[config.mk]
export PLATFORM = sky130hd
export DESIGN_NAME = tcoc_top
export DESIGN_NICKNAME = d
export VERILOG_FILES = /design/src/inc/tcoc_pkg.sv /design/src/hdl/tcoc_axil.sv /design/src/hdl/tcoc_sync.sv /design/src/hdl/tcoc_top.sv
export SDC_FILE = /design/constraint.sdc
export NUM_CORES = 1
export LEC_CHECK = 0
export BUFFER_PORTS_ARGS = -buffer_cell sky130_fd_sc_hd__clkbuf_2
export CAP_MARGIN = 20
export CORE_MARGIN = 4
export CORE_UTILIZATION = 63
export CTS_CLUSTER_DIAMETER = 150
export DETAILED_ROUTE_END_ITERATION = 8
export PLACE_DENSITY_LB_ADDON = 0.15
export SLEW_MARGIN = 20
export SYNTH_ARGS = -nofsm -noshare
export SYNTH_HDL_FRONTEND = slang
export SYNTH_HIERARCHICAL = 1
export SYNTH_SLANG_ARGS = --single-unit
[constraint.sdc]
create_clock -name aclk -period 6.1 [get_ports aclk]
set_input_delay 0.915 -clock aclk [delete_from_list [all_inputs] [get_ports aclk]]
set_output_delay 0.915 -clock aclk [all_outputs]
set_load 0.01 [all_outputs]
[src/inc/tcoc_pkg.sv]
// constants, field layouts and carriers for the timer clock-out block
// assumes a 32-bit axi4-lite bus, one 8-bit register per aligned word
`default_nettype none
package tcoc_pkg;
	// ****************************************************************
	// register map (word index, byte address is four times it)
	// ****************************************************************
	localparam int unsigned ADDR_W = 12;
	localparam int unsigned IDX_W  = 10;
	localparam logic [IDX_W-1:0] IDX_CTRL  = 10'h0c8;
	localparam logic [IDX_W-1:0] IDX_MODE  = 10'h0c9;
	localparam logic [IDX_W-1:0] IDX_RLD_L = 10'h0ca;
	localparam logic [IDX_W-1:0] IDX_RLD_H = 10'h0cb;
	localparam logic [IDX_W-1:0] IDX_CNT_L = 10'h0cc;
	localparam logic [IDX_W-1:0] IDX_CNT_H = 10'h0cd;
	localparam logic [IDX_W-1:0] IDX_STAT  = 10'h0d0;
	localparam logic [IDX_W-1:0] IDX_ICLR  = 10'h0d1;
	localparam logic [IDX_W-1:0] IDX_IEN   = 10'h0d2;
	localparam logic [IDX_W-1:0] IDX_BSET  = 10'h0d3;
	localparam logic [IDX_W-1:0] IDX_BCLR  = 10'h0d4;

	// ****************************************************************
	// fields and reset values
	// ****************************************************************
	typedef struct packed {
		logic overflow_flag;
		logic ext_trigger_flag;
		logic serial_rx_clock_select;
		logic serial_tx_clock_select;
		logic ext_trigger_enable;
		logic run_control;
		logic counter_timer_select;
		logic capture_reload_select;
	} tcoc_ctrl_t;

	typedef struct packed {
		logic [5:0] reserved;
		logic       clock_out_enable;
		logic       down_count_enable;
	} tcoc_mode_t;

	typedef struct packed {
		logic [ADDR_W-1:0] addr;
		logic [31:0]       data;
		logic [3:0]        strb;
	} tcoc_req_t;

	localparam int unsigned STAT_W   = 2;
	localparam int unsigned STAT_OVF = 0;
	localparam int unsigned STAT_EXT = 1;
	localparam logic [7:0]  CTRL_RST = 8'h00;
	localparam logic [7:0]  MODE_RST = 8'h00;
	localparam logic [15:0] CNT_RST  = 16'h0000;
	localparam logic [15:0] CNT_TOP  = 16'hffff;
	localparam logic [23:0] PAD_24   = 24'h000000;

	// ****************************************************************
	// prescaler and bus answers
	// ****************************************************************
	localparam int unsigned DIV_TIMER = 6;
	localparam int unsigned DIV_FAST  = 2;
	localparam int unsigned PRE_W     = 3;
	localparam logic [1:0]  RESP_OKAY   = 2'h0;
	localparam logic [1:0]  RESP_SLVERR = 2'h2;
endpackage
`default_nettype wire

[src/hdl/tcoc_axil.sv]
// axi4-lite slave front end, one write and one read in flight
// assumes the register file answers decode in the same cycle
`timescale 1ns/1ps
`default_nettype none
module tcoc_axil
	import tcoc_pkg::*;
(
	input  wire logic              aclk,
	input  wire logic              aresetn,
	input  wire logic [ADDR_W-1:0] s_axi_awaddr,
	input  wire logic              s_axi_awvalid,
	output logic                   s_axi_awready,
	input  wire logic [31:0]       s_axi_wdata,
	input  wire logic [3:0]        s_axi_wstrb,
	input  wire logic              s_axi_wvalid,
	output logic                   s_axi_wready,
	output logic [1:0]             s_axi_bresp,
	output logic                   s_axi_bvalid,
	input  wire logic              s_axi_bready,
	input  wire logic [ADDR_W-1:0] s_axi_araddr,
	input  wire logic              s_axi_arvalid,
	output logic                   s_axi_arready,
	output logic [31:0]            s_axi_rdata,
	output logic [1:0]             s_axi_rresp,
	output logic                   s_axi_rvalid,
	input  wire logic              s_axi_rready,
	output tcoc_req_t              wr_req,
	output logic                   wr_en,
	input  wire logic              wr_ok,
	output logic [ADDR_W-1:0]      rd_addr,
	output logic                   rd_en,
	input  wire logic [31:0]       rd_data,
	input  wire logic              rd_ok
);
	logic aw_have_q;
	logic w_have_q;
	logic ar_have_q;
	wire  logic aw_take = s_axi_awvalid && s_axi_awready;
	wire  logic w_take  = s_axi_wvalid && s_axi_wready;
	wire  logic ar_take = s_axi_arvalid && s_axi_arready;

	// ****************************************************************
	// handshakes
	// ****************************************************************
	assign s_axi_awready = !aw_have_q && !s_axi_bvalid;
	assign s_axi_wready  = !w_have_q && !s_axi_bvalid;
	assign s_axi_arready = !ar_have_q && !s_axi_rvalid;
	assign wr_en         = aw_have_q && w_have_q && !s_axi_bvalid;
	assign rd_en         = ar_have_q && !s_axi_rvalid;

	// ****************************************************************
	// write path
	// ****************************************************************
	always_ff @(posedge aclk) begin
		if (!aresetn) begin
			aw_have_q    <= 1'b0;
			w_have_q     <= 1'b0;
			wr_req       <= '0;
			s_axi_bvalid <= 1'b0;
			s_axi_bresp  <= RESP_OKAY;
		end else begin
			if (aw_take) begin
				aw_have_q   <= 1'b1;
				wr_req.addr <= s_axi_awaddr;
			end
			if (w_take) begin
				w_have_q    <= 1'b1;
				wr_req.data <= s_axi_wdata;
				wr_req.strb <= s_axi_wstrb;
			end
			if (wr_en) begin
				aw_have_q    <= 1'b0;
				w_have_q     <= 1'b0;
				s_axi_bvalid <= 1'b1;
				s_axi_bresp  <= wr_ok ? RESP_OKAY : RESP_SLVERR;
			end else if (s_axi_bready) begin
				s_axi_bvalid <= 1'b0;
			end
		end
	end

	// ****************************************************************
	// read path
	// ****************************************************************
	always_ff @(posedge aclk) begin
		if (!aresetn) begin
			ar_have_q    <= 1'b0;
			rd_addr      <= '0;
			s_axi_rvalid <= 1'b0;
			s_axi_rdata  <= '0;
			s_axi_rresp  <= RESP_OKAY;
		end else begin
			if (ar_take) begin
				ar_have_q <= 1'b1;
				rd_addr   <= s_axi_araddr;
			end
			if (rd_en) begin
				ar_have_q    <= 1'b0;
				s_axi_rvalid <= 1'b1;
				s_axi_rdata  <= rd_ok ? rd_data : '0;
				s_axi_rresp  <= rd_ok ? RESP_OKAY : RESP_SLVERR;
			end else if (s_axi_rready) begin
				s_axi_rvalid <= 1'b0;
			end
		end
	end
endmodule
`default_nettype wire

[src/hdl/tcoc_sync.sv]
// two-flop synchroniser for a group of pin inputs
// assumes inputs are asynchronous to aclk
`timescale 1ns/1ps
`default_nettype none
module tcoc_sync #(
	parameter int unsigned W = 1
) (
	input  wire logic         aclk,
	input  wire logic         aresetn,
	input  wire logic [W-1:0] d,
	output var  logic [W-1:0] q
);
	logic [W-1:0] meta_q;

	// ****************************************************************
	// two stages
	// ****************************************************************
	always_ff @(posedge aclk) begin
		if (!aresetn) begin
			meta_q <= '0;
			q      <= '0;
		end else begin
			meta_q <= d;
			q      <= meta_q;
		end
	end
endmodule
`default_nettype wire

[src/hdl/tcoc_top.sv]
// 16-bit reload timer with square-wave clock output and control register
// assumes aclk is the oscillator; pins arrive asynchronously
`timescale 1ns/1ps
`default_nettype none
// Contract
// clock-output mode drives an equal high/low square wave on the pin
// clock-output mode advances the low count byte at half aclk
// count runs to overflow and then loads the reload bytes
// overflows in clock-output mode raise no interrupt request
// output rate is input clock over four times (65536 - reload)
// generated clock leaves on the shared clock pin
// software enables output, clears select, loads reload, count, then runs
// baud source and clock output share the same reload value
// overflow sets flag bit 7 unless a serial select is set
// enabled trigger falling edge sets flag bit 6; software clears
// a set trigger flag requests the timer interrupt, even set by software
// bit 5 picks receive clock: timer 1 or this overflow
// bit 4 picks transmit clock: timer 1 or this overflow
// control resets to zero; single bits can be set or cleared
// mode bit 1 turns the shared pin into the clock output
// run bit holds the count when clear, counts when set
// select bit picks divided clock or falling edges of the pin
module tcoc_top
	import tcoc_pkg::*;
#(
	parameter int unsigned PRE_DIV_TIMER = DIV_TIMER,
	parameter int unsigned PRE_DIV_FAST  = DIV_FAST
) (
	input  wire logic              aclk,
	input  wire logic              aresetn,
	input  wire logic [ADDR_W-1:0] s_axi_awaddr,
	input  wire logic              s_axi_awvalid,
	output logic                   s_axi_awready,
	input  wire logic [31:0]       s_axi_wdata,
	input  wire logic [3:0]        s_axi_wstrb,
	input  wire logic              s_axi_wvalid,
	output logic                   s_axi_wready,
	output logic [1:0]             s_axi_bresp,
	output logic                   s_axi_bvalid,
	input  wire logic              s_axi_bready,
	input  wire logic [ADDR_W-1:0] s_axi_araddr,
	input  wire logic              s_axi_arvalid,
	output logic                   s_axi_arready,
	output logic [31:0]            s_axi_rdata,
	output logic [1:0]             s_axi_rresp,
	output logic                   s_axi_rvalid,
	input  wire logic              s_axi_rready,
	input  wire logic              clock_out_pin_i,
	output logic                   clock_out_pin_o,
	output logic                   clock_out_pin_oe,
	input  wire logic              ext_trigger_pin,
	input  wire logic              timer1_overflow,
	output logic                   serial_rx_tick,
	output logic                   serial_tx_tick,
	output logic                   timer_irq_req,
	output logic                   irq
);
	// ****************************************************************
	// parameter checks
	// ****************************************************************
	if (PRE_DIV_TIMER < 1 || PRE_DIV_TIMER > (1 << PRE_W)) begin : g_chk_t
		$error("timer prescale out of range");
	end
	if (PRE_DIV_FAST < 1 || PRE_DIV_FAST > (1 << PRE_W)) begin : g_chk_f
		$error("fast prescale out of range");
	end

	localparam logic [PRE_W-1:0] PRE_T_TOP = PRE_W'(PRE_DIV_TIMER - 1);
	localparam logic [PRE_W-1:0] PRE_F_TOP = PRE_W'(PRE_DIV_FAST - 1);

	// ****************************************************************
	// bus front end and decode
	// ****************************************************************
	tcoc_req_t         wr_req;
	logic              wr_en;
	logic              wr_ok;
	logic [ADDR_W-1:0] rd_addr;
	logic              rd_en;
	logic [31:0]       rd_data;
	logic              rd_ok;

	tcoc_axil u_bus (
		.aclk          (aclk),
		.aresetn       (aresetn),
		.s_axi_awaddr  (s_axi_awaddr),
		.s_axi_awvalid (s_axi_awvalid),
		.s_axi_awready (s_axi_awready),
		.s_axi_wdata   (s_axi_wdata),
		.s_axi_wstrb   (s_axi_wstrb),
		.s_axi_wvalid  (s_axi_wvalid),
		.s_axi_wready  (s_axi_wready),
		.s_axi_bresp   (s_axi_bresp),
		.s_axi_bvalid  (s_axi_bvalid),
		.s_axi_bready  (s_axi_bready),
		.s_axi_araddr  (s_axi_araddr),
		.s_axi_arvalid (s_axi_arvalid),
		.s_axi_arready (s_axi_arready),
		.s_axi_rdata   (s_axi_rdata),
		.s_axi_rresp   (s_axi_rresp),
		.s_axi_rvalid  (s_axi_rvalid),
		.s_axi_rready  (s_axi_rready),
		.wr_req        (wr_req),
		.wr_en         (wr_en),
		.wr_ok         (wr_ok),
		.rd_addr       (rd_addr),
		.rd_en         (rd_en),
		.rd_data       (rd_data),
		.rd_ok         (rd_ok)
	);

	wire logic [IDX_W-1:0] wr_idx = wr_req.addr[ADDR_W-1:2];
	wire logic [IDX_W-1:0] rd_idx = rd_addr[ADDR_W-1:2];
	wire logic [7:0]       wbyte  = wr_req.data[7:0];
	wire logic             wlane  = wr_en && wr_req.strb[0];
	wire logic wr_ctrl = wlane && (wr_idx == IDX_CTRL);
	wire logic wr_mode = wlane && (wr_idx == IDX_MODE);
	wire logic wr_rl   = wlane && (wr_idx == IDX_RLD_L);
	wire logic wr_rh   = wlane && (wr_idx == IDX_RLD_H);
	wire logic wr_cl   = wlane && (wr_idx == IDX_CNT_L);
	wire logic wr_ch   = wlane && (wr_idx == IDX_CNT_H);
	wire logic wr_iclr = wlane && (wr_idx == IDX_ICLR);
	wire logic wr_ien  = wlane && (wr_idx == IDX_IEN);
	wire logic wr_bset = wlane && (wr_idx == IDX_BSET);
	wire logic wr_bclr = wlane && (wr_idx == IDX_BCLR);
	wire logic wr_cnt  = wr_cl || wr_ch;
	wire logic rd_is_stat = (rd_idx == IDX_STAT);
	wire logic rd_is_wo   = (rd_idx == IDX_ICLR) || (rd_idx == IDX_BSET)
		|| (rd_idx == IDX_BCLR);
	wire logic rd_map     = (rd_idx >= IDX_CTRL && rd_idx <= IDX_CNT_H)
		|| (rd_idx >= IDX_STAT && rd_idx <= IDX_BCLR);

	assign wr_ok = (wr_idx >= IDX_CTRL && wr_idx <= IDX_CNT_H)
		|| (wr_idx >= IDX_ICLR && wr_idx <= IDX_BCLR);

	// ****************************************************************
	// state
	// ****************************************************************
	tcoc_ctrl_t        ctrl_q;
	tcoc_ctrl_t        ctrl_d;
	tcoc_mode_t        mode_q;
	logic [15:0]       cnt_q;
	logic [15:0]       cnt_d;
	logic [15:0]       rld_q;
	logic [15:0]       rld_d;
	logic [PRE_W-1:0]  pre_q;
	logic [STAT_W-1:0] stat_q;
	logic [STAT_W-1:0] ien_q;
	logic              clk_q;
	logic              pin_prev_q;
	logic              trg_prev_q;
	logic [1:0]        pins_s;

	tcoc_sync #(.W(2)) u_sync (
		.aclk    (aclk),
		.aresetn (aresetn),
		.d       ({ext_trigger_pin, clock_out_pin_i}),
		.q       (pins_s)
	);

	// ****************************************************************
	// tick and event decode
	// ****************************************************************
	wire logic run      = ctrl_q.run_control;
	wire logic baud     = ctrl_q.serial_rx_clock_select
		|| ctrl_q.serial_tx_clock_select;
	wire logic clk_mode = mode_q.clock_out_enable;
	wire logic fast     = clk_mode || baud;
	wire logic ext_mode = ctrl_q.counter_timer_select && !clk_mode;
	wire logic pin_fall = pin_prev_q && !pins_s[0];
	wire logic trg_fall = trg_prev_q && !pins_s[1];
	wire logic [PRE_W-1:0] pre_top = fast ? PRE_F_TOP : PRE_T_TOP;
	wire logic pre_wrap = (pre_q >= pre_top);
	wire logic tick     = run && (ext_mode ? pin_fall : pre_wrap);
	wire logic ovf      = tick && (cnt_q == CNT_TOP);
	wire logic reload_ovf = baud || clk_mode
		|| !ctrl_q.capture_reload_select;
	wire logic ext_ev   = trg_fall && ctrl_q.ext_trigger_enable;
	wire logic ovf_flag_set = ovf && !baud;
	wire logic ovf_irq_ev   = ovf_flag_set && !clk_mode;
	wire logic fast_run = run && fast && !ext_mode;
	wire logic [STAT_W-1:0] stat_ev = {ext_ev, ovf_irq_ev};
	wire logic [STAT_W-1:0] stat_clr = wr_iclr ? wbyte[STAT_W-1:0] : '0;

	// ****************************************************************
	// next-state logic
	// ****************************************************************
	always_comb begin
		cnt_d = cnt_q;
		if (ovf) begin
			cnt_d = reload_ovf ? rld_q : CNT_RST;
		end else if (tick) begin
			cnt_d = cnt_q + 16'h0001;
		end
		if (ext_ev && !baud && !ctrl_q.capture_reload_select) begin
			cnt_d = rld_q;
		end
		if (wr_cl) begin
			cnt_d[7:0] = wbyte;
		end
		if (wr_ch) begin
			cnt_d[15:8] = wbyte;
		end
	end

	always_comb begin
		rld_d = rld_q;
		if (ext_ev && !baud && ctrl_q.capture_reload_select) begin
			rld_d = cnt_q;
		end
		if (wr_rl) begin
			rld_d[7:0] = wbyte;
		end
		if (wr_rh) begin
			rld_d[15:8] = wbyte;
		end
	end

	always_comb begin
		ctrl_d = ctrl_q;
		if (wr_ctrl) begin
			ctrl_d = tcoc_ctrl_t'(wbyte);
		end
		if (wr_bset) begin
			ctrl_d = ctrl_d | tcoc_ctrl_t'(wbyte);
		end
		if (wr_bclr) begin
			ctrl_d = ctrl_d & ~tcoc_ctrl_t'(wbyte);
		end
		if (ovf_flag_set) begin
			ctrl_d.overflow_flag = 1'b1;
		end
		if (ext_ev) begin
			ctrl_d.ext_trigger_flag = 1'b1;
		end
	end

	// ****************************************************************
	// registers
	// ****************************************************************
	always_ff @(posedge aclk) begin
		if (!aresetn) begin
			ctrl_q <= tcoc_ctrl_t'(CTRL_RST);
			mode_q <= tcoc_mode_t'(MODE_RST);
			cnt_q  <= CNT_RST;
			rld_q  <= CNT_RST;
		end else begin
			ctrl_q <= ctrl_d;
			cnt_q  <= cnt_d;
			rld_q  <= rld_d;
			if (wr_mode) begin
				mode_q <= {6'h00, wbyte[1:0]};
			end
		end
	end

	always_ff @(posedge aclk) begin
		if (!aresetn) begin
			pre_q      <= '0;
			clk_q      <= 1'b0;
			pin_prev_q <= 1'b0;
			trg_prev_q <= 1'b0;
		end else begin
			pre_q      <= (!run || pre_wrap) ? '0 : pre_q + 1'b1;
			pin_prev_q <= pins_s[0];
			trg_prev_q <= pins_s[1];
			if (ovf && clk_mode) begin
				clk_q <= !clk_q;
			end
		end
	end

	always_ff @(posedge aclk) begin
		if (!aresetn) begin
			stat_q         <= '0;
			ien_q          <= '0;
			serial_rx_tick <= 1'b0;
			serial_tx_tick <= 1'b0;
		end else begin
			stat_q <= (stat_q & ~stat_clr) | stat_ev;
			if (wr_ien) begin
				ien_q <= wbyte[STAT_W-1:0];
			end
			serial_rx_tick <= ctrl_q.serial_rx_clock_select ? ovf
				: timer1_overflow;
			serial_tx_tick <= ctrl_q.serial_tx_clock_select ? ovf
				: timer1_overflow;
		end
	end

	// ****************************************************************
	// outputs and read mux
	// ****************************************************************
	assign clock_out_pin_o  = clk_q;
	assign clock_out_pin_oe = clk_mode;
	assign timer_irq_req = ctrl_q.ext_trigger_flag
		|| (ctrl_q.overflow_flag && !clk_mode);
	assign irq   = |(stat_q & ien_q);
	assign rd_ok = rd_map;
	assign rd_data =
		(rd_idx == IDX_CTRL)  ? {PAD_24, ctrl_q} :
		(rd_idx == IDX_MODE)  ? {PAD_24, mode_q} :
		(rd_idx == IDX_RLD_L) ? {PAD_24, rld_q[7:0]} :
		(rd_idx == IDX_RLD_H) ? {PAD_24, rld_q[15:8]} :
		(rd_idx == IDX_CNT_L) ? {PAD_24, cnt_q[7:0]} :
		(rd_idx == IDX_CNT_H) ? {PAD_24, cnt_q[15:8]} :
		(rd_idx == IDX_IEN)   ? {30'h00000000, ien_q} :
		(rd_is_stat)          ? {30'h00000000, stat_q} :
		(rd_is_wo)            ? 32'h00000000 : 32'h00000000;
endmodule
`default_nettype wire

==> flow_metrics.env, run 1 <==
export IMPL_slowest_delay_ps=540
export IMPL_clk_pin_slew_ps=60
export IMPL_maxCapViolCount=0
export IMPL_post_cts_buffers=0
export IMPL_grt_pass1_vias=6289
export IMPL_avgSynthCellArea_um2=8.30
export IMPL_timing_final_crit_share_pct=48.8
export IMPL_whs_path_depth=1
export IMPL_ys_warn_count=6
export IMPL_fin_cells=1013
export IMPL_route_vias_total=6485
export IMPL_r2r_cells=8
export IMPL_place_area_um2=7080
export IMPL_grt_max_degree=121
export IMPL_cts_made_buffers=17
export IMPL_dp_hpwl_um=12900
export IMPL_synthesis_instances=812
export IMPL_grt_overflow_total=0
export IMPL_dp_cells=980
export IMPL_drc=0
export IMPL_die_w_um=111
export IMPL_nets=938
export IMPL_die_height_um=111
export IMPL_cp_buffers_inverters=0
export IMPL_maxSlewHeadroom_pct=34.8
export IMPL_status="completed"
export IMPL_diodes=0
export IMPL_cts_sinks=126
export IMPL_slew_violations=0
export IMPL_grt_first_pass_wirelength_um=31600
export IMPL_fin_area_um2=7690
export IMPL_finalSetupViolations=0
export IMPL_critPathLaunchType="flop"
export IMPL_fmax_mhz=336
export IMPL_critPathArrivalTime_ps=3420
export IMPL_htreeDepth=4
export IMPL_cp_top_family="simple AND/OR/NAND/NOR gates"
export IMPL_drive_above_1_share_pct=17.6
export IMPL_antenna_left=0
export IMPL_required_ps=6550
export IMPL_drt_iter0_drc=678
export IMPL_port_buffers=83
export IMPL_cp_depth=8
export IMPL_path_cells="nor2_1 > nand2_1 > ha_1 > or4_4 > a31o_1 > a221oi_4 > a2111oi_1 > nor4_1"
export IMPL_ctsResizeCount=0
export IMPL_rows=37
export IMPL_power_density_nw_per_um2=263
export IMPL_tns_ps=0
export IMPL_syn_area_um2=6740
export IMPL_hold_viol=0
export IMPL_drt_vias_per_instance=6.40
export IMPL_cts_tree="done"
export IMPL_grtUsageTotal_pct=31.2
export IMPL_core_um2=10400
export IMPL_antenna_found_initial=0
export IMPL_root_buffer="clkbuf_8"
export IMPL_worstSkewPairLatency_ps=540
export IMPL_wl_per_cell_um=19.1
export IMPL_clockBufferDepth=2
export IMPL_utilization_pct=74.2
export IMPL_vdd_drop_max_mv=0.270
export IMPL_die_area_um2=12400
export IMPL_cp_slowest_cell="a221oi_4"
export IMPL_postCtsHoldBufs=0
export IMPL_whs_ps=428
export IMPL_area_delta_synth_final_pct=14.1
export IMPL_ios=117
export IMPL_finalWirelength_um=19400
export IMPL_leakage_nw=2.96
export IMPL_tightest_slew_ps=973
export IMPL_hold_class="flop to flop"
export IMPL_fin_crit_ps=2970
export IMPL_rsz0062_at_grt="false"
export IMPL_place_congestion=0.954
export IMPL_crit_type="flop to flop"
export IMPL_worst_setup_path_end_kind="flop"
export IMPL_fin_skew_ps=9.13
export IMPL_initial_core_util_pct=65.0
export IMPL_dr_pass1_iters=5
export IMPL_worstPathMaxFanout=11
## worst paths after layout
kind	from	to	slack (ps)
max reg2reg	ctrl_q[4]	cnt_q[1]	3130
min	u_sync/meta_q[0]	u_sync/q[0]	430
max	ctrl_q[4]	cnt_q[1]	3130
min reg2reg	u_sync/meta_q[0]	u_sync/q[0]	430
## layer usage
metal | vias up | wire, um | global-route usage (%) | part of all wire, %
met4 | 0 | 609 | 13.5 | 3.1
met2 | 344 | 9100 | 50.1 | 47
li1 | 3050 | - | - | -
met3 | 66 | 1720 | 8.37 | 8.9
met1 | 3025 | 7940 | 39.6 | 41
met5 | - | 0 | 0 | 0
## cell type report
class	instances	area, um2
multi-input cells	618	3890
well taps	136	170
inverters	14	57.6
fillers	803	2680
flip-flops and latches	126	2520
clock buffers	17	414
repair buffers	87	455
clock inverters	15	186
## through the flow
step	total power [mW]	setup slack (ps)
CTS	2.03	3150
finish	2.02	3130
global placement	1.00	3260
global route	2.09	2860
detailed placement	1.01	3150
floorplan	0.977	3710
## placed cells by master, fill, tap and decap left out, types with 21 or more instances in the layout
cell type  instances
dfxtp_1          125
nand2_1           85
clkbuf_2          82
nand3_1           75
nor2_1            55
o21ai_0           46
mux2i_1           33
a211oi_1          31
conb_1            26
a21oi_1           21
## flip-flops by register name (all words and copies together) (netlist names), 2 cells and up
signal,flops
u_bus/wr_req,19
pre_q,3
ctrl_q,7
ien_q,2
u_sync/meta_q,2
u_bus/s_axi_rdata,32
u_bus/rd_addr,10
u_sync/q,2
stat_q,2
rld_q,16
cnt_q,16
## report_power, final
part / switching [mW] / internal (mW)
clock network: 0.401 / 0.629
registers: 0.0371 / 0.843
logic: 0.0697 / 0.0435
## worst register-to-register path, delay by kind of cell, from the launching register on
kind / cells / cell delay (ps)
DFF: 1 / 410
adders and majority gates: 1 / 230
and+or+nand+nor: 4 / 1210
AOI/OAI and AO/OA: 3 / 1050
Power figures use the tool's default switching activity.
==> run 2, diff against run 1 <==
--- a/config.mk
+++ b/config.mk
@@ -5,10 +5,11 @@
 export SDC_FILE = /design/constraint.sdc
 export NUM_CORES = 1
 export LEC_CHECK = 0
+export ABC_AREA = 1
 export BUFFER_PORTS_ARGS = -buffer_cell sky130_fd_sc_hd__clkbuf_2
 export CAP_MARGIN = 20
 export CORE_MARGIN = 4
-export CORE_UTILIZATION = 63
+export CORE_UTILIZATION = 59
 export CTS_CLUSTER_DIAMETER = 150
 export DETAILED_ROUTE_END_ITERATION = 8
 export PLACE_DENSITY_LB_ADDON = 0.15
==> constraint.sdc (replaced) <==
create_clock -name aclk -period 3.05 [get_ports aclk]
set_input_delay 0.4575 -clock aclk [delete_from_list [all_inputs] [get_ports aclk]]
set_output_delay 0.4575 -clock aclk [all_outputs]
set_load 0.01 [all_outputs]
==> run 2 against run 1 <==
  * Maximum frequency rose by 12%
  * Sequential share of layout area fell by 0.73 points
  * Cell count rose by 24%
  * Clock power rose by 93%
  * Sequential power rose by 100%
  * Clock-buffer cell count rose by 6
  * Register-to-register slack got worse by 2700 ps
  * Highest routed layer unchanged
==> flow_metrics.env, run 2 <==
export IMPL_fin_skew_ps=6.62
export IMPL_avgSynthCellArea_um2=6.70
export IMPL_wl_per_cell_um=14.1
export IMPL_die_w_um=116
export IMPL_slew_violations=0
export IMPL_seq_power_share_pct=42.7
export IMPL_grt_overflow_total=0
export IMPL_maxCapViolCount=0
export IMPL_core_um2=11400
export IMPL_grtUsageTotal_pct=27.2
export IMPL_hold_viol=0
export IMPL_r2r_end="cnt_q[13]"
export IMPL_route_vias_total=6856
export IMPL_multi_input_area_um2=3540
export IMPL_clk_pin_slew_ps=60
export IMPL_whs_ps=222
export IMPL_hold_class="input pin to flop"
export IMPL_power_frac_comb_pct=9.1
export IMPL_power_density_nw_per_um2=527
export IMPL_final_common_cell="nand2_1"
export IMPL_antenna_found_initial=0
export IMPL_swShare_pct=25.5
export IMPL_critPathArrivalTime_ps=2990
export IMPL_rr_startpoint="ctrl_q[4]"
export IMPL_ff_latch_area_um2=2520
export IMPL_worstSkewPairLatency_ps=420
export IMPL_tns_ps=0
export IMPL_finalSetupViolations=0
export IMPL_grt_pass1_vias=5971
export IMPL_grt_max_degree=41
export IMPL_cts_made_buffers=17
export IMPL_place_congestion=0.995
export IMPL_worstPathMaxFanout=13
export IMPL_fin_cells=1260
export IMPL_timing_final_crit_share_pct=87.1
export IMPL_crit_type="flop to flop"
export IMPL_vdd_drop_max_mv=0.403
export IMPL_cts_sinks=126
export IMPL_critPathLaunchType="flop"
export IMPL_fill_cells=1043
export IMPL_cts_tree="done"
export IMPL_die_height_um=116
export IMPL_startpoint="ctrl_q[4]"
export IMPL_grt_first_pass_wirelength_um=29000
export IMPL_dr_pass1_iters=5
export IMPL_largest_register_ffs=32
export IMPL_maxSlewHeadroom_pct=36.5
export IMPL_fmax_mhz=377
export IMPL_synthesis_instances=1026
export IMPL_rsz0062_at_grt="false"
export IMPL_nets=1178
export IMPL_required_ps=3380
export IMPL_ys_warn_count=6
export IMPL_root_buffer="clkbuf_16"
export IMPL_timing_reg2reg_setup_slack_ps=390
export IMPL_htreeDepth=4
export IMPL_initial_core_util_pct=60.2
export IMPL_cp_endpoint="cnt_q[13]"
export IMPL_power_switching_mw=1.06
export IMPL_r2r_cells=12
export IMPL_tightest_slew_ps=952
export IMPL_largestRegisters="u_bus/s_axi_rdata: 32 flops, u_bus/wr_req: 19 flops"
export IMPL_dp_cells=1228
export IMPL_status="completed"
export IMPL_dp_hpwl_um=12600
export IMPL_final_cell_mix="nand2_1 (231), inv_1 (135), dfxtp_1 (126)"
export IMPL_ios=117
export IMPL_rows=39
export IMPL_postCtsHoldBufs=0
export IMPL_drc=0
export IMPL_regMostFlops="u_bus/s_axi_rdata"
export IMPL_drt_iter0_drc=500
export IMPL_fin_crit_ps=2660
export IMPL_worst_setup_path_end_kind="flop"
export IMPL_leakage_nw=3.65
export IMPL_intPower_mw=3.09
export IMPL_syn_area_um2=6870
export IMPL_diodes=0
export IMPL_die_area_um2=13400
export IMPL_antenna_left=0
export IMPL_utilization_pct=68.9
export IMPL_area_delta_synth_final_pct=14.4
export IMPL_clockBufferDepth=2
export IMPL_port_buffers=83
export IMPL_post_cts_buffers=0
export IMPL_drt_vias_per_instance=5.44
export IMPL_p_clk_share_pct=48.1
export IMPL_finalWirelength_um=17800
export IMPL_ctsResizeCount=0
export IMPL_drive_above_1_share_pct=14.5
run 2: critical path, stage by stage (launching register included):
cell and delay [ps]:
dfxtp_1 330, nor2_2 260, nand2_1 170, ha_1 300, a21oi_1 170, nand2_1 60
nand2_1 130, inv_1 90, nor2_1 270, nand2_1 340, o22ai_1 230, inv_1 60
a21oi_1 150
run 2: area by class of cell:
type                       instances  area share [%]
sequential                       126            32.1
inverter                         144            6.87
clock buffer                      23            6.08
tap                              143            2.27
multi-input combinational        721            45.0
clock inverter                     9            1.40
timing repair buffer              94            6.33
run 2: power by group through the flow:
stage | sequential [mW] | clock, mW | combinational (mW)
finish | 1.77 | 1.99 | 0.378
global placement | 1.80 | 0 | 0.368
detailed placement | 1.80 | 0 | 0.374
CTS | 1.77 | 2.01 | 0.376
floorplan | 1.79 | 0 | 0.313
global route | 1.78 | 2.10 | 0.433
run 2: worst min-delay path by stage:
| stage | startpoint | to | slack, ps | depth (start not counted) |
|---|---|---|---|---|
| after CTS | s_axi_rready | u_bus/s_axi_rvalid | 210 | 2 |
| after floorplan | u_sync/meta_q[0] | u_sync/q[0] | 390 | 2 |
| final | s_axi_rready | u_bus/s_axi_rvalid | 220 | 2 |
| after detailed placement | u_sync/meta_q[0] | u_sync/q[0] | 410 | 2 |
| after global routing | s_axi_rready | u_bus/s_axi_rvalid | 220 | 2 |
| after global placement | u_sync/meta_q[1] | u_sync/q[1] | 410 | 2 |
run 2: stage by stage:
step                      power, mW  setup slack (ps)  cell area (um2)
after floorplan                2.10              1090             6960
after global placement         2.17               489             7280
after detailed placement       2.18               464             7280
after CTS                      4.16               444             7870
after global routing           4.31               232             7870
final                          4.14               394             7870
run 2: routing by layer:
layer | global-route usage, % | share of wire [%]
met1 | 37.1 | 45
met2 | 42.6 | 45
met3 | 5.95 | 7.6
met4 | 9.51 | 2.3
met5 | 0 | 0
==> run 3, diff against run 2 <==
--- a/config.mk
+++ b/config.mk
@@ -5,7 +5,6 @@
 export SDC_FILE = /design/constraint.sdc
 export NUM_CORES = 1
 export LEC_CHECK = 0
-export ABC_AREA = 1
 export BUFFER_PORTS_ARGS = -buffer_cell sky130_fd_sc_hd__clkbuf_2
 export CAP_MARGIN = 20
 export CORE_MARGIN = 4
==> run 3 against run 2 <==
  * Die area is 1.8% lower
  * Sequential share of layout area is 0.23 points higher
  * Flip-flop and latch count stayed put
  * Worst hold slack better by 30 ps
  * Design area is 0.72% lower
  * Non-clock buffer count is 13 higher
  * Critical path type unchanged
  * Largest cell class unchanged
==> flow_metrics.env, run 3 (synthesized netlist as in run 1, its figures left out) <==
export IMPL_fin_crit_ps=2760
export IMPL_whs_ps=252
export IMPL_cts_made_buffers=17
export IMPL_utilization_pct=70.8
export IMPL_dp_cells=1005
export IMPL_fin_area_um2=7810
export IMPL_port_buffers=83
export IMPL_dp_hpwl_um=13500
export IMPL_root_buffer="clkbuf_16"
export IMPL_status="completed"
export IMPL_regMostFlops="u_bus/s_axi_rdata"
export IMPL_core_um2=11000
export IMPL_finalWorstSetupSlack_ps=293
export IMPL_ctsResizeCount=0
export IMPL_worstPathMaxFanout=9
export IMPL_hold_viol=0
export IMPL_p_clk_share_pct=50.5
export IMPL_die_height_um=115
export IMPL_post_cts_buffers=0
export IMPL_timing_final_crit_share_pct=90.4
export IMPL_nets=958
export IMPL_drt_iter0_drc=594
export IMPL_fin_cells=1032
export IMPL_slew_violations=0
export IMPL_largestRegisters="u_bus/s_axi_rdata: 32 flops, u_bus/wr_req: 19 flops"
export IMPL_cp_top_family="simple AND/OR/NAND/NOR gates"
export IMPL_ios=117
export IMPL_power_density_nw_per_um2=515
export IMPL_vdd_drop_max_mv=0.737
export IMPL_busiest_layer="met2"
export IMPL_met3_usage_pct=7.79
export IMPL_swShare_pct=22.8
export IMPL_place_area_um2=7230
export IMPL_crit_type="flop to flop"
export IMPL_die_w_um=115
export IMPL_cts_sinks=126
export IMPL_cp_buffers_inverters=0
export IMPL_finalSetupViolations=0
export IMPL_grt_pass1_vias=6283
export IMPL_required_ps=3380
export IMPL_place_congestion=1.03
export IMPL_finalPower_mw=4.02
export IMPL_critPathArrivalTime_ps=3080
export IMPL_cp_slowest_cell="a221oi_4"
export IMPL_clk_pin_slew_ps=50
export IMPL_grt_use_met1_pct=38.0
export IMPL_drive_above_1_share_pct=18.4
export IMPL_critPathLaunchType="flop"
export IMPL_wl_per_cell_um=18.9
export IMPL_power_switching_mw=0.918
export IMPL_tightest_slew_ps=968
export IMPL_final_cell_mix="dfxtp_1 (126), nand2_1 (85), clkbuf_2 (82)"
export IMPL_diodes=0
export IMPL_maxCapViolCount=0
export IMPL_fmax_mhz=363
export IMPL_grt_first_pass_wirelength_um=31300
export IMPL_die_area_um2=13200
export IMPL_maxSlewHeadroom_pct=35.2
export IMPL_drc=0
export IMPL_seq_power_share_pct=43.4
export IMPL_grt_overflow_total=0
export IMPL_largest_register_ffs=32
export IMPL_finalWirelength_um=19500
export IMPL_power_frac_comb_pct=6.0
export IMPL_place_ws_ps=338
export IMPL_antenna_found_initial=0
export IMPL_hold_class="input pin to flop"
export IMPL_final_common_cell="dfxtp_1"
export IMPL_rows=38
export IMPL_leakage_nw=3.06
export IMPL_antenna_left=0
export IMPL_rsz0062_at_grt="false"
export IMPL_gr_usage_met2_pct=47.7
export IMPL_path_cells="nor2_1 > nand2_1 > ha_1 > or4_4 > a31o_1 > a221oi_4 > a2111oi_1 > nor4_1"
export IMPL_htreeDepth=4
export IMPL_grtUsageTotal_pct=29.9
export IMPL_drt_vias_per_instance=6.28
export IMPL_area_delta_synth_final_pct=15.8
export IMPL_route_vias_total=6477
export IMPL_tns_ps=0
export IMPL_clockBufferDepth=2
export IMPL_fin_skew_ps=5.60
export IMPL_slowest_delay_ps=520
export IMPL_worstSkewPairLatency_ps=420
export IMPL_initial_core_util_pct=61.1
export IMPL_grt_max_degree=83
export IMPL_intPower_mw=3.10
export IMPL_cts_tree="done"
export IMPL_worst_setup_path_end_kind="flop"
export IMPL_postCtsHoldBufs=0
export IMPL_dr_pass1_iters=5
[run 3: cell types whose count changed in the layout (fill, tap and decap cells not counted), sizes merged, moves of 34 or more]
cell	change
inv	-129
nor2	-45
a21boi	+34
nand2	-151
a21oi	-71
nand4	-35
[run 3: routing by layer]
metal  share of wire, %  vias to the layer above
li1                   -                     3086
met4                3.7                        0
met5                  0                        -
met1                 42                     3027
met2                 46                      290
met3                8.5                       74
[run 3: path summary, 6_finish.rpt]
kind / from / endpoint / slack [ps] / cells past startpoint
worst min register to register: u_sync/meta_q[0] / u_sync/q[0] / 430 / 1
worst max register to register: ctrl_q[5] / cnt_q[1] / 290 / 8
worst max-delay path: ctrl_q[5] / cnt_q[1] / 290 / 8
worst min-delay path: clock_out_pin_i / u_sync/meta_q[0] / 250 / 2
[run 3: final cells by class]
cell class,instances,area (um2)
Sequential cell,126,2520
Inverter,14,57.6
Timing Repair Buffer,107,598
Multi-Input combinational cell,618,3870
Fill cell,904,3220
Clock buffer,21,470
Tap cell,140,175
Clock inverter,6,113
[run 3: power by group through the flow]
stage / clock, mW / combinational, mW / sequential (mW)
2_1_floorplan: 0 / 0.199 / 1.75
3_3_place_gp: 0 / 0.228 / 1.78
3_5_place_dp: 0 / 0.236 / 1.78
4_1_cts: 2.06 / 0.239 / 1.74
5_1_grt: 2.12 / 0.270 / 1.75
6_report: 2.03 / 0.242 / 1.75
